[config.mk]
export PLATFORM = sky130hd
export DESIGN_NAME = lsfs_supervisor
export DESIGN_NICKNAME = d
export VERILOG_FILES = /design/src/lsfs_pkg.sv /design/src/lsfs_supervisor.sv
export SDC_FILE = /design/constraint.sdc
export NUM_CORES = 1
export LEC_CHECK = 0
export BUFFER_PORTS_ARGS = -buffer_cell sky130_fd_sc_hd__buf_4
export CORE_ASPECT_RATIO = 1.5
export CORE_MARGIN = 2
export CORE_UTILIZATION = 50
export CTS_BUF_LIST = sky130_fd_sc_hd__clkbuf_2 sky130_fd_sc_hd__clkbuf_4 sky130_fd_sc_hd__clkbuf_8
export CTS_CLUSTER_SIZE = 8
export DETAILED_ROUTE_END_ITERATION = 10
export PLACE_DENSITY = 0.69
export SLEW_MARGIN = 0
export SYNTH_ARGS = -nofsm -noshare
export SYNTH_HDL_FRONTEND = slang
export SYNTH_SLANG_ARGS = --single-unit
[constraint.sdc]
create_clock -name sys_clk -period 5.2 [get_ports sys_clk]
set_input_delay 1.3 -clock sys_clk [delete_from_list [all_inputs] [get_ports sys_clk]]
set_output_delay 1.3 -clock sys_clk [all_outputs]
set_load 0.03 [all_outputs]
[src/lsfs_pkg.sv]
// package for the led string fault supervisor
package lsfs_pkg;
    // oscillator period count that makes up the disable time
    localparam int DISABLE_TIME_CYCLES = 32768;
    localparam int DISABLE_CNT_W = 16;
    localparam logic [DISABLE_CNT_W-1:0] DISABLE_CNT_MAX = 16'h7FFF;
    // default open-fault time-out in oscillator cycles
    localparam int OPEN_TIMEOUT_CYCLES = 1024;
    localparam int OPEN_CNT_W = 32;

    typedef struct packed {
        logic openString;
        logic refShort;
        logic nonrefShort;
        logic stringShort;
    } lsfs_cmp_t;

    typedef struct packed {
        logic out;
        logic oe;
    } lsfs_od_t;

    typedef enum logic [1:0] {
        LSFS_RUN = 2'b01,
        LSFS_OPEN = 2'b10
    } lsfs_state_t;
endpackage : lsfs_pkg

[src/lsfs_supervisor.sv]
// fault supervision logic for the led string driver
`timescale 1ns/1ps
// Contract
// - open string forces gate drive low immediately
// - open fault releases secondary flag until time-out
// - after time-out re-enable drive and recheck open
// - repeat disable and retry while open persists
// - open detection ignores start-up fault blanking
// - reference led short from its comparator
// - non-reference led short from its comparator
// - led short releases secondary flag, keeps driving
// - led short indication is not latched
// - string short from its comparator
// - string or output short stops gate drive
// - string or output short releases primary flag
// - string short latched; long enable-low or power clears
// - primary flag pulled low overrides disable, keeps latch
// - disable time is fixed oscillator period count
// - flags pull down when clear, float on fault
// - open string from open comparator
module lsfs_supervisor #(
    parameter int OPEN_TIMEOUT = lsfs_pkg::OPEN_TIMEOUT_CYCLES,
    parameter int DISABLE_TIME = lsfs_pkg::DISABLE_TIME_CYCLES
) (
    // clock and reset
    input wire logic sys_clk,
    input wire logic srst,
    // analogue comparator results, asynchronous
    input wire lsfs_pkg::lsfs_cmp_t cmpIn,
    // enable pin and start-up blanking status
    input wire logic enablePin,
    input wire logic blankActive,
    // gate drive request from the regulator
    input wire logic regGateReq,
    // gate drive output
    output logic gateDriveOut,
    // open-drain fault flags
    input wire logic faultFlagPrimaryIn,
    output lsfs_pkg::lsfs_od_t faultFlagPrimary,
    output lsfs_pkg::lsfs_od_t faultFlagSecondary
);
    import lsfs_pkg::*;

    lsfs_cmp_t cmpMeta_r, cmpSync_r;
    logic [1:0] enMeta_r;
    logic enSync_r;
    logic ffInMeta_r, ffInSync_r;
    lsfs_state_t state_r;
    logic [OPEN_CNT_W-1:0] openCnt_r;
    logic [DISABLE_CNT_W-1:0] disCnt_r;
    logic shortLatch_r;
    logic gateDrive_r;
    logic ff1Float_r, ff2Float_r;
    logic [1:0] ff1RelDly_r;
    logic overrideSeen;
    logic openNow, ledShort, strShort, gateAllowed;

    // two-stage synchronisers, three stages for enable; first stage read only by second
    always_ff @(posedge sys_clk) begin
        if (srst) begin
            cmpMeta_r <= '0;
            cmpSync_r <= '0;
            enMeta_r <= 2'h0;
            enSync_r <= 1'b0;
            ffInMeta_r <= 1'b1;
            ffInSync_r <= 1'b1;
        end else begin
            cmpMeta_r <= cmpIn;
            cmpSync_r <= cmpMeta_r;
            enMeta_r <= {enMeta_r[0], enablePin};
            enSync_r <= enMeta_r[1];
            ffInMeta_r <= faultFlagPrimaryIn;
            ffInSync_r <= ffInMeta_r;
        end
    end

    // open acts regardless of blanking, shorts wait for it
    assign openNow = cmpSync_r.openString;
    assign ledShort = !blankActive && (cmpSync_r.refShort || cmpSync_r.nonrefShort);
    assign strShort = !blankActive && cmpSync_r.stringShort;

    // open fault retry machine
    always_ff @(posedge sys_clk) begin
        if (srst) begin
            state_r <= LSFS_RUN;
            openCnt_r <= '0;
        end else begin
            case (state_r)
                LSFS_RUN: begin
                    if (openNow) begin
                        state_r <= LSFS_OPEN;
                        openCnt_r <= '0;
                    end
                end
                LSFS_OPEN: begin
                    if (openCnt_r >= OPEN_CNT_W'(OPEN_TIMEOUT - 1)) begin
                        state_r <= LSFS_RUN;
                        openCnt_r <= '0;
                    end else begin
                        openCnt_r <= openCnt_r + 1'b1;
                    end
                end
                default: begin
                    state_r <= LSFS_RUN;
                    openCnt_r <= '0;
                end
            endcase
        end
    end

    // enable-low timer; enable low alone only pauses the gate
    always_ff @(posedge sys_clk) begin
        if (srst || enSync_r) begin
            disCnt_r <= '0;
        end else if (disCnt_r != DISABLE_CNT_W'(DISABLE_TIME - 1)) begin
            disCnt_r <= disCnt_r + 1'b1;
        end
    end

    // short latch: set wins over clear
    always_ff @(posedge sys_clk) begin
        if (srst) begin
            shortLatch_r <= 1'b0;
        end else if (strShort) begin
            shortLatch_r <= 1'b1;
        end else if (!enSync_r && disCnt_r == DISABLE_CNT_W'(DISABLE_TIME - 1)) begin
            shortLatch_r <= 1'b0;
        end
    end

    // release delayed by the synchroniser depth, so our own pull-down
    // still seen on the wire right after a short is not an override
    always_ff @(posedge sys_clk) begin
        if (srst) begin
            ff1RelDly_r <= 2'h0;
        end else begin
            ff1RelDly_r <= {ff1RelDly_r[0], ff1Float_r};
        end
    end
    assign overrideSeen = ff1Float_r && ff1RelDly_r[1] && !ffInSync_r;

    // external pull-down on primary flag overrides the short disable
    assign gateAllowed = enSync_r && state_r == LSFS_RUN && !openNow
        && (!(shortLatch_r || strShort) || overrideSeen);

    // registered gate output; open comparator also gates it combinationally
    always_ff @(posedge sys_clk) begin
        if (srst) begin
            gateDrive_r <= 1'b0;
        end else begin
            gateDrive_r <= gateAllowed && regGateReq;
        end
    end
    assign gateDriveOut = gateDrive_r && !cmpSync_r.openString;

    // fault flags
    always_ff @(posedge sys_clk) begin
        if (srst) begin
            ff1Float_r <= 1'b0;
            ff2Float_r <= 1'b0;
        end else begin
            ff1Float_r <= shortLatch_r || strShort;
            ff2Float_r <= state_r == LSFS_OPEN || openNow || ledShort;
        end
    end

    // open drain: drive low when clear, release on fault
    assign faultFlagPrimary.out = 1'b0;
    assign faultFlagPrimary.oe = !ff1Float_r;
    assign faultFlagSecondary.out = 1'b0;
    assign faultFlagSecondary.oe = !ff2Float_r;
endmodule : lsfs_supervisor

# Word level (Yosys, flattened, before mapping)
# Index checks and enable logic that the tools add are counted.
# totals
reg_bits,69
output_inout_bits,5
# op_classes
addsub,2
magnitude_cmp,1
eq_ne,6
mux,8
n_reduce_logical,25
# ops
cell,n
32-bit two-way mux,2
32-bit one-hot mux with 2 select lines,1
"32-bit by 1-bit adder with 32-bit output, second input constant",1
"32-bit by 10-bit greater-or-equal comparator with 1-bit output, second input constant",1
"16-bit by 1-bit adder with 16-bit output, second input constant",1
"16-bit by 15-bit equality test with 1-bit output, second input constant",1
"16-bit by 15-bit != test with 1-bit output, second input constant",1
1-bit logical AND,10
1-bit logical NOT,7
1-bit logical OR,6
2-bit two-way mux,2
"2-bit != test, second input constant",2
2-bit one-hot mux with 2 select lines,1
"2-bit by 1-bit equality test with 1-bit output, second input constant",1
"2-bit equality test, second input constant",1
1-bit two-way mux,2
2-bit AND reduction,1
2-bit nonzero test,1

# Longest topological paths before layout
# Gate-level depths: netlist of run 1.
# logic_depth
word_depth,7
ltp_mapped,7

# Worst setup path after synthesis of run 1
# No wires, ideal clock.
# synth_path
kind,flip-flop to output port
startpoint,"register cmpSync_r, in the netlist openNow"
endpoint,output gateDriveOut
arrival_time_ns,0.762
t_required_ns,3.900
setup_slack_ns,3.138
path_stages_with_launch,2
path_buffers,0
cell_sequence,dfxtp_1 > nor2b_1
# synth_via
elab_chain_len,2
# synth_lines
element,line,source
from (decl),lsfs_supervisor.sv:44,"lsfs_cmp_t cmpMeta_r, cmpSync_r;"
from (signal assigned),lsfs_supervisor.sv:69,cmpSync_r <= cmpMeta_r;
1-bit logical NOT,lsfs_supervisor.sv:154,assign gateDriveOut = gateDrive_r && !cmpSync_r.openString;
1-bit logical AND,lsfs_supervisor.sv:154,
to (decl),lsfs_supervisor.sv:36,"output logic gateDriveOut,"
# No other way between the ends.

# Final worst setup path of run 1
# Same ends and word-level chain as after synthesis.

==> results of run 1 <==
==> final timing paths <==
path / start / to / slack [ns]
setup / recovery: openNow$_SDFF_PP0_ / gateDriveOut / 2.89
hold / removal: ffInMeta_r$_SDFF_PP1_ / ffInSync_r$_SDFF_PP1_ / 0.43
hold reg to reg: ffInMeta_r$_SDFF_PP1_ / ffInSync_r$_SDFF_PP1_ / 0.43
setup reg to reg: openCnt_r[4]$_SDFFE_PP0P_ / openCnt_r[25]$_SDFFE_PP0P_ / 3.38
==> power groups by stage <==
stage               sequential (mW)  combinational (mW)  clock (mW)
finish                        0.551              0.0681       0.395
CTS                           0.551              0.0700       0.411
detailed placement            0.564              0.0697           0
global route                  0.553              0.0789       0.434
floorplan                     0.562              0.0540           0
global placement              0.563              0.0688           0
==> area by class of cell <==
cell class | instances | area [sq um]
clock inverters | 7 | 58.8
well taps | 70 | 87.6
repair buffers | 14 | 105
multi-input cells | 223 | 1350
flip-flops and latches | 69 | 1380
inverters | 7 | 26.3
clock buffers | 9 | 124
fillers | 494 | 2320
==> metal layers <==
| metal | vias to the layer above | track usage [%] | wire, um |
|---|---|---|---|
| li1 | 1096 | - | - |
| met5 | - | 0 | 0 |
| met3 | 5 | 5.03 | 181 |
| met2 | 42 | 33.2 | 2750 |
| met4 | 0 | 10.1 | 57 |
| met1 | 1029 | 19.0 | 2040 |
==> placed cells by master (no fill, tap or decap), types with 2 or more instances in the layout <==
cell type,count
dfxtp_1,69
nor2_1,56
xor2_1,22
nand4_1,17
nor2b_1,16
buf_4,14
nand3_1,13
nand2_1,12
xnor2_1,11
nor4_1,11
a31oi_1,9
clkbuf_8,9
inv_1,7
and3_1,7
a21oi_1,6
and2_1,5
o21ai_0,5
nor3_1,5
and4_1,5
or2_2,3
ha_1,2
conb_1,2
clkinv_4,2
inv_6,2
==> registers in the layout (all words and copies together), names as in the netlist, 2 cells and up <==
signal and count:
ff1RelDly_r 2, state_r 2, cmpSync_r 3, openCnt_r 32
disCnt_r 16, enMeta_r 2, cmpMeta_r 4
==> logic make-up after synthesis <==
group / share of synthesized area (%)
AOI/OAI and AO/OA: 6.02
xor gates and xnor gates: 10.2
adders and majority gates: 0.884
buffers and inverters: 3.67
DFF: 48.8
muxes: 0.354
other: 0.133
and+or+nand+nor: 29.9
==> metrics by stage <==
step	area, sq um	utilization [%]
after floorplan	2830	-
after global placement	2950	54.2
after detailed placement	2950	54.2
after CTS	3130	57.5
after global routing	3130	57.5
final	3130	57.5
==> metrics.cfg, run 1 <==
[cts]
hold_buffers = 0
ctsResizeCount = 0
htreeDepth = 3
cts_setup_buffers = 0
cts.path.max_buffers = 2
clock_latency_ns = 0.34
cts_tree = done
cts_root_buf = clkbuf_8
cts_num_sinks = 69
cts_buffers = 9
clk_pin_slew_worst_paths_ns = 0.08

[sta]
fin_crit_sh_pct = 44.4
rsz0062_at_grt = no
fmax_mhz = 433
layout_min_cycle_time_ns = 2.31
setup_ws_ns = 2.89
hold_ws_ns = 0.427
slew_violations = 0
hold_viol = 0
tightest_slew_ns = 0.700
fin_skew_ns = 0.00914
slew_headroom_pct = 53.2
final-setup-viol-count = 0
setup_tns_ns = 0

[setup_path]
cp_top_family = flip-flops
slowest_delay_ns = 0.35
crit_chain = nor2b_1 > buf_4
cp-start-kind = register
cp_max_fo = 4
arrival_ns = 1.01
critical_path_buf_inv_count = 1
r2r_cells = 5
slowest_stage = dfxtp_1
worst_setup_path_end_kind = primary output
crit_required_ns = 3.90
critical_path_class = register to primary output
cp.depth = 2

[detailed_routing]
num_vias = 2172
drcViolationCount = 0
routed_via_density = 5.44
drt_iter0_markers = 92
wirelength_mm = 5.03
ant_nets = 0
firstDrtPassIters = 4
wl_per_cell_um = 12.6

[synth]
async_reset_ff_share_pct = 0
ys_ff_latch = 69
yosys.area.top_type = dfxtp_1
synthCells = 313
synth_area_per_cell_sq_um = 9.04
yosys_warnings = 0
synth_most_common_cell = dfxtp_1
synth_top_area_share_pct = 48.8
ys.flop_type = dfxtp_1
synth_common_cells = 69 x dfxtp_1, 56 x nor2_1, 22 x xor2_1, 17 x nand4_1, 16 x nor2b_1
synth_cell_types = 40
synth_edf_count = 0
synth_area_leaders = dfxtp_1 49%, nor2_1 7.4%, xor2_1 6.8%
yosysSeqAreaShare_pct = 48.8
syn-cell-area_sq_um = 2830

[place]
hpwl_mm = 3.46
dpl.cell_count = 383
portBuffers = 12
gp_congestion = 0.825
place_ws_ns = 2.93

[die]
core_sq_um = 5450
die_h_um = 96.1
rows = 33
pin_count = 15
die_w_um = 65.4
dieArea_sq_um = 6290
start_util_pct = 51.9

[pwr]
power_density_nw_per_um2 = 324
pwr-share-seq_pct = 54.3
pwr-share-clk_pct = 39.0
netSwitchingPower_mw = 0.267
switching_share_pct = 26.3
p_leak_nw = 1.16
power_frac_comb_pct = 6.7
p_total_mw = 1.01
ir_worst_vdd_mv = 0.221
p_int_mw = 0.748

[worst_hold_path]
hold_class = register to register
hold_path_depth = 1

[layout]
syn_to_final_growth_pct = 10.8
diodes = 0
drive_gt1_share_pct = 11.6
instances_no_fill = 399
nets = 336

[grt]
antenna_found_initial = 0
grt_first_pass_wirelength_mm = 8.96
grt_util_all_layers_pct = 18.4
grt_max_degree = 33
grt_pass1_vias = 2083
gr-total-overflow = 0

[flow_run]
maxCapViolations = 0

[outcome]
status = finished clean

Note: power is estimated with default switching activity, not from simulation.
==> run 2, diff against run 1 <==
--- a/config.mk
+++ b/config.mk
@@ -5,6 +5,7 @@
 export SDC_FILE = /design/constraint.sdc
 export NUM_CORES = 1
 export LEC_CHECK = 0
+export ABC_AREA = 1
 export BUFFER_PORTS_ARGS = -buffer_cell sky130_fd_sc_hd__buf_4
 export CORE_ASPECT_RATIO = 1.5
 export CORE_MARGIN = 2
==> constraint.sdc (replaced) <==
create_clock -name sys_clk -period 2.2 [get_ports sys_clk]
set_input_delay 0.55 -clock sys_clk [delete_from_list [all_inputs] [get_ports sys_clk]]
set_output_delay 0.55 -clock sys_clk [all_outputs]
set_load 0.03 [all_outputs]
==> run 2 against run 1 <==
  * Synthesized cell count rose by 20%
  * Sequential cell count did not move
  * Combinational power rose by 50%
  * Global-route usage fell by 0.39 points
  * Count of clock-buffer cells in the layout did not move
  * Cell count rose by 18%
  * Worst setup slack got worse by 2.2 ns
  * Clock power rose by 120%
  * Critical path depth rose by 1
  * Highest routed layer unchanged
==> metrics.cfg, run 2 <==
[outcome]
status = finished clean

[detailed_routing]
num_vias = 2171  ; -0.046%
drcViolationCount = 0  ; unchanged
wl_per_cell_um = 9.99  ; -21%
firstDrtPassIters = 4  ; unchanged
wirelength_mm = 4.68  ; -6.8%
wl_met1_mm = 1.90  ; -7.0%
routed_via_density = 4.63  ; -15%
drt_iter0_markers = 100  ; +8.7%
top_layer = met4
wl_met2_mm = 2.52  ; -8.4%
ant_nets = 0  ; unchanged
met3_length_um = 145  ; -20%

[sta]
fin_crit_sh_pct = 70.9
layout_min_cycle_time_ns = 1.56
fin_skew_ns = 0.00818  ; -0.000961 ns
rsz0062_at_grt = no
hold_viol = 0  ; unchanged
setup_ws_ns = 0.640  ; -2.25 ns
final-setup-viol-count = 0  ; unchanged
setup_tns_ns = 0  ; unchanged
hold_ws_ns = 0.395  ; -0.0314 ns
fmax_mhz = 641
slew_violations = 0  ; unchanged

[worst_hold_path]
hold_class = primary input to register
holdPathEnd = ffInMeta_r$_SDFF_PP1_
hold_path_depth = 2  ; +1
hold_start = faultFlagPrimaryIn

[cts]
cts_tree = done
cts_num_sinks = 69  ; unchanged
cts_setup_buffers = 0  ; unchanged
htreeDepth = 3  ; unchanged
cts_root_buf = clkbuf_8
cts.path.max_buffers = 2  ; unchanged
clk_pin_slew_worst_paths_ns = 0.07  ; about the same
hold_buffers = 0  ; unchanged
ctsResizeCount = 0  ; unchanged
clock_latency_ns = 0.34  ; about the same
cts_buffers = 9  ; unchanged

[pwr]
power_density_nw_per_um2 = 722  ; +120%
p_leak_nw = 1.36  ; +18%
p_total_mw = 2.24  ; +120%
ir_worst_vdd_mv = 0.481  ; +120%

[synth]
yosys_warnings = 0  ; unchanged
synth_edf_count = 0  ; unchanged
ys.flop_type = dfxtp_1
ys_ff_latch = 69  ; unchanged
syn-cell-area_sq_um = 2790  ; -1.5%
yosysSeqAreaShare_pct = 49.6  ; +0.77 points
synth_common_cells = 76 x nand2_1, 72 x nor2_1, 69 x dfxtp_1, 61 x inv_1, 17 x nand3_1
async_reset_ff_share_pct = 0  ; unchanged
synth_most_common_cell = nand2_1
synth_area_per_cell_sq_um = 7.41  ; -18%
synth_area_leaders = dfxtp_1 50%, nand2_1 10%, nor2_1 9.7%
synth_top_area_share_pct = 49.6  ; +0.77 points
synth_cell_types = 34  ; -15%
yosys.area.top_type = dfxtp_1
synthCells = 376  ; +20%

[grt]
grt_util_all_layers_pct = 18.0  ; -0.39 points
grt_max_degree = 42  ; +27%
grt_pass1_vias = 2072  ; -0.53%
grt_first_pass_wirelength_mm = 8.41  ; -6.2%
antenna_found_initial = 0  ; unchanged
gr-total-overflow = 0  ; unchanged

[die]
dieArea_sq_um = 6200  ; -1.5%
core_sq_um = 5410  ; -0.76%
start_util_pct = 51.5  ; -0.41 points
pin_count = 15  ; unchanged
die_h_um = 95.4  ; -0.75%
die_w_um = 64.9  ; -0.73%
rows = 33  ; unchanged

[setup_path]
r2r-start = state_r[0]$_SDFFE_PP1P_
crit_required_ns = 1.65  ; -2.25 ns
arrival_ns = 1.01  ; about the same
critical_path_class = register to primary output
slowest_stage = dfxtp_1
crit_chain = inv_1 > nor2_1 > buf_4
cp_max_fo = 1  ; -3
r2r_cells = 8  ; +3
cp-start-kind = register
worst_setup_path_end_kind = primary output
r2r-end = openCnt_r[9]$_SDFFE_PP0P_
reg2reg_slack_ns = 0.69  ; -2.69 ns
slowest_delay_ns = 0.32  ; -0.03 ns

[layout]
largest-register = openCnt_r
mostFrequentLayoutCell = nand2_1
layout_common_cells = 76 x nand2_1, 72 x nor2_1, 69 x dfxtp_1, 61 x inv_1, 17 x nand3_1
diodes = 0  ; unchanged
drive_gt1_share_pct = 12.8  ; +1.2 points
final_util_pct = 57.4  ; -0.093 points
multi_input_area_sq_um = 1110  ; -18%
nets = 406  ; +21%
syn_to_final_growth_pct = 11.5
largest_reg_flops = 32  ; unchanged
fillers = 525  ; +6.3%
reg.largest.list = openCnt_r x32, disCnt_r x16, cmpMeta_r x4
seqCellArea_sq_um = 1380  ; unchanged

[place]
portBuffers = 12  ; unchanged
hpwl_mm = 3.50  ; +0.89%
place_ws_ns = 0.607  ; -2.32 ns
gp_congestion = 0.797  ; -3.4%

[flow_run]
maxCapViolations = 0  ; unchanged

==> run 2: changes by cell type after synthesis, moves of 11 or more <==
| cell | delta |
|---|---|
| nor2b_1 | -16 |
| nand2_1 | +64 |
| nor2_1 | +16 |
| nand4_1 | -15 |
| inv_1 | +54 |
| nor4_1 | -11 |
| xor2_1 | -18 |
==> run 2: worst max path at each step <==
stage | startpoint | to | slack, ns | depth (start not counted)
2_1_floorplan | disCnt_r[0]$_SDFFE_PP0P_ | disCnt_r[1]$_SDFFE_PP0P_ | 0.90 | 8
3_3_place_gp | srst | disCnt_r[2]$_SDFFE_PP0P_ | 0.64 | 4
3_5_place_dp | srst | disCnt_r[6]$_SDFFE_PP0P_ | 0.61 | 4
4_1_cts | openNow$_SDFF_PP0_ | gateDriveOut | 0.63 | 2
5_1_grt | openNow$_SDFF_PP0_ | openCnt_r[9]$_SDFFE_PP0P_ | 0.47 | 7
6_report | gateDrive_r$_SDFF_PP0_ | gateDriveOut | 0.64 | 3
==> run 2: cells by family (layout without fill, tap and decap cells) <==
| group | count (synthesis) | in the layout | synth area share [%] |
|---|---|---|---|
| compound gates | 20 | 20 | 4.13 |
| other cells | 1 | 2 | 0.135 |
| fa+ha+maj | 2 | 2 | 0.898 |
| simple gates | 201 | 201 | 31.9 |
| xor+xnor | 8 | 8 | 2.52 |
| flops | 69 | 69 | 49.6 |
| mux | 1 | 1 | 0.359 |
| buf+inv | 74 | 96 | 10.5 |
==> run 2: metal layers <==
layer  GRT usage, %  up-vias
li1               -     1169
met1           18.1      969
met2           33.7       23
met3           4.96       10
met4           8.51        0
met5              0        -
==> run 2: power by group <==
part	internal (mW)	switching, mW	leakage [nW]
combinational	0.0364	0.0656	0.719
sequential	1.27	0.0121	0.560
clock	0.399	0.459	0.0808
total	1.71	0.537	1.36
==> run 2: layout make-up <==
cell class | instances | share of cell area, %
clock buffer | 9 | 3.99
clock inverter | 7 | 1.37
inverter | 66 | 8.06
multi-input combinational | 234 | 35.9
sequential | 69 | 44.5
tap | 70 | 2.82
timing repair buffer | 14 | 3.38
==> run 2: critical path: cells and delay by family, from the launching register on <==
family / cells / cell delay (ns)
buffers and inverters: 2 / 0.22
flip-flops: 1 / 0.32
AND/OR/NAND/NOR: 1 / 0.14
==> run 2: metrics by stage <==
stage	cell area, sq um	std cells
3_3_place_gp	2940	453
2_1_floorplan	2790	377
6_report	3110	469
5_1_grt	3110	469
4_1_cts	3110	469
3_5_place_dp	2940	453
